--- src/logic/bfpc_pkg.sv ---
// Package: register map, field layout and event codes for the perf counters
package bfpc_pkg;

    // Register byte offsets
    localparam logic [7:0] BFPC_OFS_COUNT_TWO = 8'h18;
    localparam logic [7:0] BFPC_OFS_SELECT_TWO = 8'h1C;
    localparam logic [7:0] BFPC_OFS_COUNT_THREE = 8'h20;
    localparam logic [7:0] BFPC_OFS_SELECT_THREE = 8'h24;

    // Field layout
    localparam int BFPC_COUNT_W = 24;
    localparam int BFPC_SEL_W = 5;
    localparam int BFPC_NUM_PORTS = 10;
    localparam int BFPC_NUM_CTR = 2;

    // Reset values and counter saturation limit
    localparam logic [23:0] BFPC_COUNT_RST = 24'h000000;
    localparam logic [23:0] BFPC_COUNT_MAX = 24'hFFFFFF;
    localparam logic [4:0] BFPC_SEL_RST = 5'h1F;

    // Highest documented selector code
    localparam logic [4:0] BFPC_SEL_LAST = 5'h13;

    // AXI response codes
    localparam logic [1:0] BFPC_RESP_OKAY = 2'h0;
    localparam logic [1:0] BFPC_RESP_SLVERR = 2'h2;

    // Port index order of the event vectors, bit 0 first
    typedef enum logic [3:0] {
        BFPC_PORT_PERIPH = 4'h0,
        BFPC_PORT_FAST_PERIPH = 4'h1,
        BFPC_PORT_SRAM5 = 4'h2,
        BFPC_PORT_SRAM4 = 4'h3,
        BFPC_PORT_SRAM3 = 4'h4,
        BFPC_PORT_SRAM2 = 4'h5,
        BFPC_PORT_SRAM1 = 4'h6,
        BFPC_PORT_SRAM0 = 4'h7,
        BFPC_PORT_XIP = 4'h8,
        BFPC_PORT_ROM = 4'h9
    } bfpc_port_e;

    // Arbiter event inputs, one bit per downstream port
    typedef struct packed {
        logic [9:0] contended;
        logic [9:0] access;
    } bfpc_events_s;

    // Register write request handed to the counters
    typedef struct packed {
        logic wr;
        logic [7:0] addr;
        logic [31:0] data;
    } bfpc_wreq_s;

endpackage : bfpc_pkg

--- src/logic/bfpc_event_mux.sv ---
// Event selector decode: picks one arbiter event per selector code up to BFPC_SEL_LAST, none above it
`timescale 1ns/10ps
module bfpc_event_mux (
    input wire logic [bfpc_pkg::BFPC_SEL_W-1:0] sel,
    input wire bfpc_pkg::bfpc_events_s events,
    output logic hit
);
    import bfpc_pkg::*;

    // Port index is code/2, low bit picks all vs contended
    always_comb
    begin
        hit = 1'b0;
        if (sel <= BFPC_SEL_LAST)
        begin
            if (sel[0])
                hit = events.access[sel[4:1]];
            else
                hit = events.contended[sel[4:1]];
        end
    end

endmodule : bfpc_event_mux

--- src/logic/bfpc_counter.sv ---
// One saturating counter, cleared by a software write
`timescale 1ns/10ps
module bfpc_counter (
    input wire logic ref_clk,
    input wire logic rst,
    input wire logic clear,
    input wire logic inc,
    output logic [bfpc_pkg::BFPC_COUNT_W-1:0] count
);
    import bfpc_pkg::*;

    // Clear outranks a same-cycle event: software asked for zero
    always_ff @(posedge ref_clk)
    begin
        if (rst || clear)
            count <= BFPC_COUNT_RST;
        else if (inc && count != BFPC_COUNT_MAX)
            count <= count + 24'h000001;
    end

    sat_hold_a: assert property (@(posedge ref_clk) disable iff (rst)
        (count == BFPC_COUNT_MAX && !clear) |=> count == BFPC_COUNT_MAX)
        else $error("counter left saturation without clear");

    clear_zero_a: assert property (@(posedge ref_clk)
        disable iff (rst)
        clear |=> count == BFPC_COUNT_RST)
        else $error("counter not zero after clear");

    inc_step_a: assert property (@(posedge ref_clk) disable iff (rst)
        (inc && !clear && count != BFPC_COUNT_MAX)
        |=> count == $past(count) + 24'h000001)
        else $error("counter missed an event");

    idle_hold_a: assert property (@(posedge ref_clk) disable iff (rst)
        (!inc && !clear) |=> $stable(count))
        else $error("counter moved without event");

endmodule : bfpc_counter

--- src/logic/bfpc_top.sv ---
// Bus fabric performance counters two and three behind AXI4-Lite
//
// Our own choice: the AXI4-Lite register port.
`timescale 1ns/10ps
module bfpc_top (
    input wire logic ref_clk,
    input wire logic rst,
    input wire bfpc_pkg::bfpc_events_s events,
    input wire logic [31:0] s_axi_awaddr,
    input wire logic s_axi_awvalid,
    output logic s_axi_awready,
    input wire logic [31:0] s_axi_wdata,
    input wire logic [3:0] s_axi_wstrb,
    input wire logic s_axi_wvalid,
    output logic s_axi_wready,
    output logic [1:0] s_axi_bresp,
    output logic s_axi_bvalid,
    input wire logic s_axi_bready,
    input wire logic [31:0] s_axi_araddr,
    input wire logic s_axi_arvalid,
    output logic s_axi_arready,
    output logic [31:0] s_axi_rdata,
    output logic [1:0] s_axi_rresp,
    output logic s_axi_rvalid,
    input wire logic s_axi_rready
);
    import bfpc_pkg::*;

    // Write channel holding state
    logic aw_held_r; // Address captured
    logic w_held_r; // Data captured
    logic [7:0] awaddr_r; // Captured write address
    logic [31:0] wdata_r; // Captured write data
    logic [3:0] wstrb_r; // Captured strobes
    bfpc_wreq_s wreq; // Write request this cycle

    // Selector registers
    logic [BFPC_SEL_W-1:0] sel_two_r;
    logic [BFPC_SEL_W-1:0] sel_three_r;

    // Counter values and increments
    logic [BFPC_COUNT_W-1:0] count_two;
    logic [BFPC_COUNT_W-1:0] count_three;
    logic hit_two;
    logic hit_three;

    // Word decode used by the write response path; reads decode in their own case
    function automatic logic addr_known(input logic [7:0] a);
        addr_known = (a == BFPC_OFS_COUNT_TWO) ||
                     (a == BFPC_OFS_SELECT_TWO) ||
                     (a == BFPC_OFS_COUNT_THREE) ||
                     (a == BFPC_OFS_SELECT_THREE);
    endfunction : addr_known

    // Address and data accepted in either order
    always_ff @(posedge ref_clk)
    begin
        if (rst)
        begin
            aw_held_r <= 1'b0;
            awaddr_r <= 8'h00;
        end
        else if (wreq.wr)
            aw_held_r <= 1'b0;
        else if (s_axi_awvalid && s_axi_awready)
        begin
            aw_held_r <= 1'b1;
            awaddr_r <= s_axi_awaddr[7:0];
        end
    end

    always_ff @(posedge ref_clk)
    begin
        if (rst)
        begin
            w_held_r <= 1'b0;
            wdata_r <= 32'h00000000;
            wstrb_r <= 4'h0;
        end
        else if (wreq.wr)
            w_held_r <= 1'b0;
        else if (s_axi_wvalid && s_axi_wready)
        begin
            w_held_r <= 1'b1;
            wdata_r <= s_axi_wdata;
            wstrb_r <= s_axi_wstrb;
        end
    end

    // Ready while that half is empty and no response pending
    always_ff @(posedge ref_clk)
    begin
        if (rst)
        begin
            s_axi_awready <= 1'b0;
            s_axi_wready <= 1'b0;
        end
        else
        begin
            s_axi_awready <= !aw_held_r && !s_axi_bvalid &&
                             !(s_axi_awvalid && s_axi_awready) && !wreq.wr;
            s_axi_wready <= !w_held_r && !s_axi_bvalid &&
                            !(s_axi_wvalid && s_axi_wready) && !wreq.wr;
        end
    end

    // Commit once both halves are held, one cycle pulse
    always_comb
    begin
        wreq.wr = aw_held_r && w_held_r && !s_axi_bvalid;
        wreq.addr = {awaddr_r[7:2], 2'b00};
        wreq.data = wdata_r;
    end

    // Write response; unmapped word answers SLVERR
    always_ff @(posedge ref_clk)
    begin
        if (rst)
        begin
            s_axi_bvalid <= 1'b0;
            s_axi_bresp <= BFPC_RESP_OKAY;
        end
        else if (wreq.wr)
        begin
            s_axi_bvalid <= 1'b1;
            s_axi_bresp <= addr_known(wreq.addr) ? BFPC_RESP_OKAY
                                                 : BFPC_RESP_SLVERR;
        end
        else if (s_axi_bready)
            s_axi_bvalid <= 1'b0;
    end

    // Selector storage; only low byte lane carries the field
    always_ff @(posedge ref_clk)
    begin
        if (rst)
        begin
            sel_two_r <= BFPC_SEL_RST;
            sel_three_r <= BFPC_SEL_RST;
        end
        else if (wreq.wr && wstrb_r[0])
        begin
            if (wreq.addr == BFPC_OFS_SELECT_TWO)
                sel_two_r <= wreq.data[BFPC_SEL_W-1:0];
            if (wreq.addr == BFPC_OFS_SELECT_THREE)
                sel_three_r <= wreq.data[BFPC_SEL_W-1:0];
        end
    end

    bfpc_event_mux u_mux_two (
        .sel(sel_two_r),
        .events(events),
        .hit(hit_two)
    );

    bfpc_event_mux u_mux_three (
        .sel(sel_three_r),
        .events(events),
        .hit(hit_three)
    );

    bfpc_counter u_count_two (
        .ref_clk(ref_clk),
        .rst(rst),
        .clear(wreq.wr && wreq.addr == BFPC_OFS_COUNT_TWO),
        .inc(hit_two),
        .count(count_two)
    );

    bfpc_counter u_count_three (
        .ref_clk(ref_clk),
        .rst(rst),
        .clear(wreq.wr && wreq.addr == BFPC_OFS_COUNT_THREE),
        .inc(hit_three),
        .count(count_three)
    );

    // Read channel: accept when idle, answer next cycle
    always_ff @(posedge ref_clk)
    begin
        if (rst)
            s_axi_arready <= 1'b0;
        else
            s_axi_arready <= !s_axi_rvalid &&
                             !(s_axi_arvalid && s_axi_arready);
    end

    // Read data; reserved bits read zero
    always_ff @(posedge ref_clk)
    begin
        if (rst)
        begin
            s_axi_rvalid <= 1'b0;
            s_axi_rdata <= 32'h00000000;
            s_axi_rresp <= BFPC_RESP_OKAY;
        end
        else if (s_axi_arvalid && s_axi_arready)
        begin
            s_axi_rvalid <= 1'b1;
            s_axi_rresp <= BFPC_RESP_OKAY;
            case ({s_axi_araddr[7:2], 2'b00})
                BFPC_OFS_COUNT_TWO: s_axi_rdata <= {8'h00, count_two};
                BFPC_OFS_SELECT_TWO: s_axi_rdata <= {27'h0, sel_two_r};
                BFPC_OFS_COUNT_THREE: s_axi_rdata <= {8'h00, count_three};
                BFPC_OFS_SELECT_THREE: s_axi_rdata <= {27'h0, sel_three_r};
                default:
                begin
                    s_axi_rdata <= 32'h00000000;
                    s_axi_rresp <= BFPC_RESP_SLVERR;
                end
            endcase
        end
        else if (s_axi_rready)
            s_axi_rvalid <= 1'b0;
    end

    sel_reset_a: assert property (@(posedge ref_clk)
        $fell(rst) |-> sel_two_r == BFPC_SEL_RST &&
            sel_three_r == BFPC_SEL_RST)
        else $error("selector not all ones after reset");

    rom_code_a: assert property (@(posedge ref_clk) disable iff (rst)
        sel_two_r == 5'h13 |-> hit_two == events.access[BFPC_PORT_ROM])
        else $error("code 0x13 not mapped to rom access");

    fast_contend_a: assert property (@(posedge ref_clk)
        disable iff (rst)
        sel_three_r == 5'h02 |-> hit_three ==
            events.contended[BFPC_PORT_FAST_PERIPH])
        else $error("code 0x02 not contended fast port");

    dead_code_a: assert property (@(posedge ref_clk) disable iff (rst)
        sel_two_r > BFPC_SEL_LAST |-> !hit_two)
        else $error("out of range code counted");

    read_pad_a: assert property (@(posedge ref_clk) disable iff (rst)
        s_axi_rvalid |-> s_axi_rdata[31:24] == 8'h00)
        else $error("reserved read bits not zero");

    write_resp_a: assert property (@(posedge ref_clk) disable iff (rst)
        wreq.wr |=> s_axi_bvalid)
        else $error("write response missing");

    // Write channel shut while answer stands
    write_busy_a: assert property (@(posedge ref_clk) disable iff (rst)
        s_axi_bvalid |-> !s_axi_awready && !s_axi_wready)
        else $error("write accepted while response pending");

    // Read channel shut while data stands
    read_busy_a: assert property (@(posedge ref_clk) disable iff (rst)
        s_axi_rvalid |-> !s_axi_arready)
        else $error("read accepted while data pending");

    // Unmapped write answers error
    bad_write_a: assert property (@(posedge ref_clk) disable iff (rst)
        (wreq.wr && !addr_known(wreq.addr))
        |=> s_axi_bresp == BFPC_RESP_SLVERR)
        else $error("unmapped write not refused");

    sel_store_a: assert property (@(posedge ref_clk) disable iff (rst)
        (wreq.wr && wstrb_r[0] && wreq.addr == BFPC_OFS_SELECT_TWO)
        |=> sel_two_r == $past(wreq.data[BFPC_SEL_W-1:0]))
        else $error("selector two missed its write");

    sel_keep_a: assert property (@(posedge ref_clk) disable iff (rst)
        !(wreq.wr && wstrb_r[0] && wreq.addr == BFPC_OFS_SELECT_THREE)
        |=> $stable(sel_three_r))
        else $error("selector three moved without write");

    xip_all_a: assert property (@(posedge ref_clk) disable iff (rst)
        sel_three_r == 5'h11 |-> hit_three ==
            events.access[BFPC_PORT_XIP])
        else $error("code 0x11 not mapped to xip access");

    periph_contend_a: assert property (@(posedge ref_clk)
        disable iff (rst)
        sel_two_r == 5'h00 |-> hit_two ==
            events.contended[BFPC_PORT_PERIPH])
        else $error("code 0x00 not contended peripheral port");

    dead_three_a: assert property (@(posedge ref_clk)
        disable iff (rst)
        sel_three_r > BFPC_SEL_LAST |-> !hit_three)
        else $error("out of range code counted on three");

    sel_pad_a: assert property (@(posedge ref_clk) disable iff (rst)
        (s_axi_arvalid && s_axi_arready &&
            {s_axi_araddr[7:2], 2'b00} == BFPC_OFS_SELECT_TWO)
        |=> s_axi_rdata[31:BFPC_SEL_W] == 27'h0)
        else $error("selector read upper bits not zero");

    clear_three_a: assert property (@(posedge ref_clk)
        disable iff (rst)
        (wreq.wr && wreq.addr == BFPC_OFS_COUNT_THREE)
        |=> count_three == BFPC_COUNT_RST)
        else $error("counter three not cleared by write");

endmodule : bfpc_top

--- config.mk ---
export PLATFORM = sky130hd
export DESIGN_NAME = bfpc_top
export DESIGN_NICKNAME = d
export VERILOG_FILES = /design/src/logic/bfpc_pkg.sv /design/src/logic/bfpc_event_mux.sv /design/src/logic/bfpc_counter.sv /design/src/logic/bfpc_top.sv
export SDC_FILE = /design/constraint.sdc
export NUM_CORES = 1
export LEC_CHECK = 0
export ABC_AREA = 1
export BUFFER_PORTS_ARGS = -buffer_cell sky130_fd_sc_hd__buf_4
export CAP_MARGIN = 20
export CORE_AREA = 2 2 107 109
export CTS_CLUSTER_SIZE = 25
export DETAILED_ROUTE_END_ITERATION = 16
export DIE_AREA = 0 0 109 111
export GPL_TIMING_DRIVEN = 0
export PLACE_DENSITY = 0.85
export SETUP_SLACK_MARGIN = 0.2
export SLEW_MARGIN = 20
export SYNTH_ARGS = -nofsm -noshare
export SYNTH_HDL_FRONTEND = slang
export SYNTH_HIERARCHICAL = 1
export SYNTH_SLANG_ARGS = --single-unit
--- constraint.sdc ---
create_clock -name ref_clk -period 5.55 [get_ports ref_clk]
set_input_delay 0 -clock ref_clk [delete_from_list [all_inputs] [get_ports ref_clk]]
set_output_delay 0 -clock ref_clk [all_outputs]
set_load 0.01 [all_outputs]
# ---- Yosys cells after proc, flatten, opt, wreduce, memory -nomap -nowiden
# Cells that the tools add are included.
dict set report op_classes {
  n_addsub 2
  magnitude_cmp 4
  n_eq_ne 10
  mux 19
  bitwise 1
  n_reduce_logical 38
}
# operator count
set op_table {}
lappend op_table {{$pmux 24 s4} 1}
lappend op_table {{$add 24x1->24 const B} 2}
lappend op_table {{$ne 24x24->1 const B} 2}
lappend op_table {{$eq 6x3->1 const B} 4}
lappend op_table {{$eq 6x4->1 const B} 4}
lappend op_table {{$logic_and 1x1->1} 17}
lappend op_table {{$bmux 1 s4} 4}
lappend op_table {{$mux 1} 12}
lappend op_table {{$le 5x5->1 const B} 2}
lappend op_table {{$lt 4x5->1 const B} 2}
lappend op_table {{$logic_not 1->1} 8}
lappend op_table {{$reduce_and 2->1} 4}
lappend op_table {{$logic_or 1x1->1} 5}
lappend op_table {{$mux 2} 2}
lappend op_table {{$reduce_bool 2->1} 2}
lappend op_table {{$reduce_or 4->1} 1}
lappend op_table {{$reduce_or 2->1} 1}
lappend op_table {{$not 1->1} 1}
dict set report word_totals {
  reg_bits 115
  inputBits 127
  out_inout_bits 41
  wordCells 91
}

# ---- Depth between registers and ports, before layout
dict set report logic_depth {
  depth_word 5
  depth_mapped 17
  mapped_depth_nobuf 16
}

# ---- Modules after synthesis
# The synthesis kept the hierarchy.
# mod n_inst cells_per_inst area_each_um2 seq_area_each_um2
set modules_own_cells {}
lappend modules_own_cells {bfpc_counter 2 233 1490.2 480.5}
lappend modules_own_cells {bfpc_top 1 378 2576.2 1101.1}
lappend modules_own_cells {bfpc_event_mux 2 66 276.5 0.0}

# ---- Least setup slack after synthesis
# OpenSTA, ideal clock, no wires.
dict set report synth_timing {
  kind {register to register}
  startpoint {reg sel_three_r[1]}
  endpoint {reg u_count_three/count[22] in the netlist's numbering}
  setup_ps 64
  t_arrival_ps 1738
  required_ps 5486
  path_slack_ps 3748
  stages_incl_launch_ff 17
  n_path_buf 2
  synth_period_minus_slack_ps 1802
  path_cell_list {dfxtp_1 > buf_6 > nor2_1 > nor2_1 > o21ai_1 > nand3_1 > nand3_1 > nand2_1 > buf_4 > inv_2 > nor2_2 > nand2_1 > nor2_2 > nand3_1 > nand2_1 > inv_1 > nor2_1}
}
dict set report synth_between {
  elab_chain_cells 5
  word_cells_on_any_way 8
  cone_classes {order compare: 1; mux: 6; reduce/logical: 1}
}
# item line_no
set synth_lines {}
lappend synth_lines {{start: declaration} bfpc_top.sv:39} ;# logic [BFPC_SEL_W-1:0] sel_three_r;
lappend synth_lines {{start signal: assignment} bfpc_top.sv:146} ;# sel_three_r <= wreq.data[BFPC_SEL_W-1:0];
lappend synth_lines {{$bmux 1 s4, on equally long branches} {bfpc_event_mux.sv:19, bfpc_event_mux.sv:17}}
lappend synth_lines {{$mux 1, on equally long branches} {bfpc_event_mux.sv:19, bfpc_event_mux.sv:17}}
lappend synth_lines {{$mux 1} bfpc_event_mux.sv:16} ;# if (sel[0])
lappend synth_lines {{$mux 1 (*)} bfpc_event_mux.sv:14} ;# if (sel <= BFPC_SEL_LAST)
lappend synth_lines {{net hit_three} bfpc_top.sv:45} ;# logic hit_three;
lappend synth_lines {{$logic_and 1x1->1 (*)} bfpc_counter.sv:17} ;# else if (inc && count != BFPC_COUNT_MAX)
lappend synth_lines {{end signal: assignment} bfpc_counter.sv:18} ;# count <= count + 24'h000001;
lappend synth_lines {{end: declaration} bfpc_counter.sv:8} ;# output logic [bfpc_pkg::BFPC_COUNT_W-1:0] count
# The timed path passes the listed nets; every way through them passes the cells marked *. The select of a mux whose other input is x is not followed.
# A chain may end at the register's enable or synchronous reset.

# ---- Final worst setup path
dict set report layout_timing {
  startpoint {reg sel_two_r[1]}
  endpoint {reg u_count_two/count[20] in the netlist's numbering}
}
dict set report layout_between {
  elab_chain_cells 5
  word_cells_on_any_way 8
  cone_classes {order compare: 1; mux: 6; reduce/logical: 1}
}
# item line_no
set layout_lines {}
lappend layout_lines {{start: declaration} bfpc_top.sv:38} ;# logic [BFPC_SEL_W-1:0] sel_two_r;
lappend layout_lines {{start signal: assignment} bfpc_top.sv:144} ;# sel_two_r <= wreq.data[BFPC_SEL_W-1:0];
lappend layout_lines {{$bmux 1 s4, on equally long branches} {bfpc_event_mux.sv:19, bfpc_event_mux.sv:17}}
lappend layout_lines {{$mux 1, on equally long branches} {bfpc_event_mux.sv:19, bfpc_event_mux.sv:17}}
lappend layout_lines {{$mux 1} bfpc_event_mux.sv:16}
lappend layout_lines {{$mux 1 (*)} bfpc_event_mux.sv:14}
lappend layout_lines {{net hit_two} bfpc_top.sv:44} ;# logic hit_two;
lappend layout_lines {{$logic_and 1x1->1 (*)} bfpc_counter.sv:17}
lappend layout_lines {{end signal: assignment} bfpc_counter.sv:18}
lappend layout_lines {{end: declaration} bfpc_counter.sv:8}
# Marked as above.

==> results by group <==
Power
  – Pwr/cell area: 212.4 nW/um^2
  – Net Sw Power: 0.3951 mW
  – Internal: 1.166 mW
  – Sw Share: 0.2531
  – Combinational share of power: 0.089
  – Power Total: 1.561 mW
  – Peak supply drop: 0.1694 mV
  – P_leak: 3.325 nW
  – Seq pwr share: 0.486
  – Clock share of power: 0.425

GRT
  – Largest net degree at the start of global routing: 19
  – Initial antenna violation count: 0
  – GRT overflow: 0
  – Vias in the first global route: 5997
  – GRT Total Usage: 0.2842
  – Global-route wire length before repair: 27.44 mm

Placement
  – Final GP Congestion: 0.9278
  – Port bufs: 75
  – HPWL Detailed: 12.07 mm

Critical path
  – Critical path fanouts, max: 10
  – Worst setup path category: reg2reg
  – Setup crit end kind: register
  – Data required, critical path: 5.80 ns
  – CP startpoint kind: register
  – CP Data Arrival Time: 2.62 ns

STA
  – Clock skew: 0.006385 ns
  – Max-slew headroom: 0.5793
  – F_max: 0.4219 GHz
  – Final hold viol count: 0
  – RSZ-0062 raised after global routing: false
  – Fin. max-slew vios: 0
  – Setup TNS: 0 ns
  – Final period util: 0.4271
  – Final setup vio count: 0
  – Minimum clock period: 2.370 ns
  – Slew @ Worst Pin: 0.6287 ns

CTS
  – TritonCTS clock tree: yes
  – Post-CTS Setup Bufs: 0
  – Reg clk slew, reported paths: 0.07 ns
  – Clk sinks: 103
  – Worst-Skew Late Latency: 0.36 ns
  – Deepest clock path buffer count: 2
  – CTS Root Cell: clkbuf_16
  – Num CTS Buffers: 9
  – H-tree level count: 3

Yosys
  – #FFs+latches synth: 103
  – Syn. warnings: 6
  – Syn_area_per_cell: 6.260 sq um
  – Synth top area share: 0.3375
  – Synth Instances: 976
  – Unique masters post-synth: 28
  – Dominant cells by area after synthesis: dfxtp_1 34%, nand2_1 16%, nand3_1 11%, nor2_1 9.1%, a21oi_1 6.0%
  – Seq/Total Area, Yosys: 0.3375
  – Yosys top cell by area: dfxtp_1
  – Mapped cell area: 6110 sq um

Routing
  – Vias: 6602
  – Initial DRC Count: 481
  – DR vias/cell: 5.346
  – Routed wire per std cell: 13.46 microns
  – DR pass1 iterations: 5
  – DRT antenna net count: 0
  – # DRC: 0
  – Drt total wl: 16.62 mm

Finish
  – Share of layout cells above drive strength 1: 0.1694
  – Layout Area Growth over Synthesis: 20.32%
  – Nets@finish: 1216
  – Antenna cells: 0

Flow run
  – Max Cap Violations: 0

Floorplanning
  – Die Wd: 109 microns
  – Die Footprint: 12100 sq um
  – Chip height: 111 microns
  – Core Box Area: 11080 sq um
  – Number of primary I/O pins: 168
  – Cell row count: 39
  – Initial Utilization: 0.5516

Status
  – Outcome: finished, final reports clean

Hold path
  – Hold Path Class: in2reg
==> sequential cells by signal, summed over array words and instances, names as in the netlist <==
register and flops:
s_axi_awready 1, u_count_two/count 24, aw_held_r 1, s_axi_bvalid 1
s_axi_rdata 24, s_axi_bresp 1, s_axi_arready 1, wdata_r 5
w_held_r 1, u_count_three/count 24, s_axi_rresp 1, wstrb_r 1
s_axi_rvalid 1, sel_three_r 5, s_axi_wready 1, awaddr_r 6
sel_two_r 5
==> per-layer routing <==
layer | part of all wire | global-route usage
met5 | 0 | 0
met4 | 0.031 | 0.1291
met3 | 0.058 | 0.03939
met2 | 0.48 | 0.4642
met1 | 0.43 | 0.3679
==> power groups by stage <==
stage               sequential, mW  clock, mW  combinational (mW)
floorplan                    0.775          0              0.0735
global placement             0.775          0               0.124
detailed placement           0.775          0               0.127
CTS                          0.758      0.669               0.137
global route                 0.759      0.701               0.153
finish                       0.758      0.664               0.139
==> cell usage in the layout, fill, tap and decap left out, drive strengths merged <==
cell,netlist,final
ha,2,2
o21ai,26,26
nor4,2,2
bufinv,0,1
conb,1,10
dlygate4sd3,0,16
clkbuf,12,21
inv,98,101
o211ai,1,1
nor3,10,10
buf,31,106
nand3b,2,2
clkinvlp,0,2
nand3,144,144
dfxtp,103,103
and2,2,2
nor2,167,167
nand2,283,283
nand4,19,19
clkinv,0,1
a21oi,73,73
==> worst max-delay path, cell delays in order, from the launching register on <==
cell and delay, ns:
dfxtp_1 0.45, inv_2 0.15, nand2_1 0.08, nand3_1 0.07
nand2_1 0.10, nand2_1 0.05, nand2_1 0.07, nand3_2 0.07
nand2_1 0.10, buf_4 0.19, inv_2 0.12, nor2_2 0.25
nand3_1 0.15, nor2_1 0.22, nand3_2 0.09, nand2_1 0.06
nor2_1 0.03
==> worst paths after layout <==
kind | slack [ns] | startpoint | end | cells past startpoint
max | 3.18 | sel_two_r[1]$_SDFFE_PP1P_ | u_count_two/count[20]$_SDFFE_PP0P_ | 16
min | 0.04 | s_axi_araddr[3] | s_axi_rresp[1]$_SDFFE_PP0P_ | 4
max reg2reg | 3.18 | sel_two_r[1]$_SDFFE_PP1P_ | u_count_two/count[20]$_SDFFE_PP0P_ | 16
min reg2reg | 0.43 | w_held_r$_SDFFE_PP0P_ | s_axi_wready$_SDFF_PP0_ | 1
==> metrics by stage <==
stage | cell area (sq um) | std cells | worst slack (ns) | utilization | hold slack [ns]
floorplan | 6143 | 985 | 3.748 | - | 0.1589
global placement | 6885 | 1203 | 3.285 | 0.6216 | 0.2497
detailed placement | 6885 | 1203 | 3.265 | 0.6216 | 0.2518
CTS | 7351 | 1235 | 3.234 | 0.6636 | 0.01305
global route | 7351 | 1235 | 2.944 | 0.6636 | 0.02687
finish | 7351 | 1235 | 3.180 | 0.6636 | 0.03621
==> area by class of cell <==
class / instances / area, sq um
Multi-Input combinational cell: 741 / 3397
Sequential cell: 103 / 2062
Clock inverter: 7 / 80.08
Inverter: 98 / 367.9
Clock buffer: 9 / 225.2
Tap cell: 143 / 178.9
Buffer: 43 / 316.6
Fill cell: 985 / 3726
Timing Repair Buffer: 91 / 723.2
==> timing repair <==
| item | in CTS | in global routing |
|---|---|---|
| setup endpoints to repair | 0 | 0 |
| endpoints found under the hold margin | 17 | 0 |
| resized for setup | 0 | 0 |
| hold buffers | 16 | 0 |
==> logic make-up after synthesis <==
logic type,after synthesis,share of synthesized area
buffers and inverters,141,0.1120
adders and majority gates,2,0.004095
other,1,0.0006138
DFF,103,0.3375
and+or+nand+nor,629,0.4634
AOI/OAI and AO/OA,100,0.08233
==> cell usage after synthesis (all sizes together) <==
cell      n
a21oi    73
and2      2
buf      31
clkbuf   12
conb      1
dfxtp   103
ha        2
inv      98
nand2   283
nand3   144
nand3b    2
nand4    19
nor2    167
nor3     10
nor4      2
o211ai    1
o21ai    26
(Power assumes the default switching activity.)
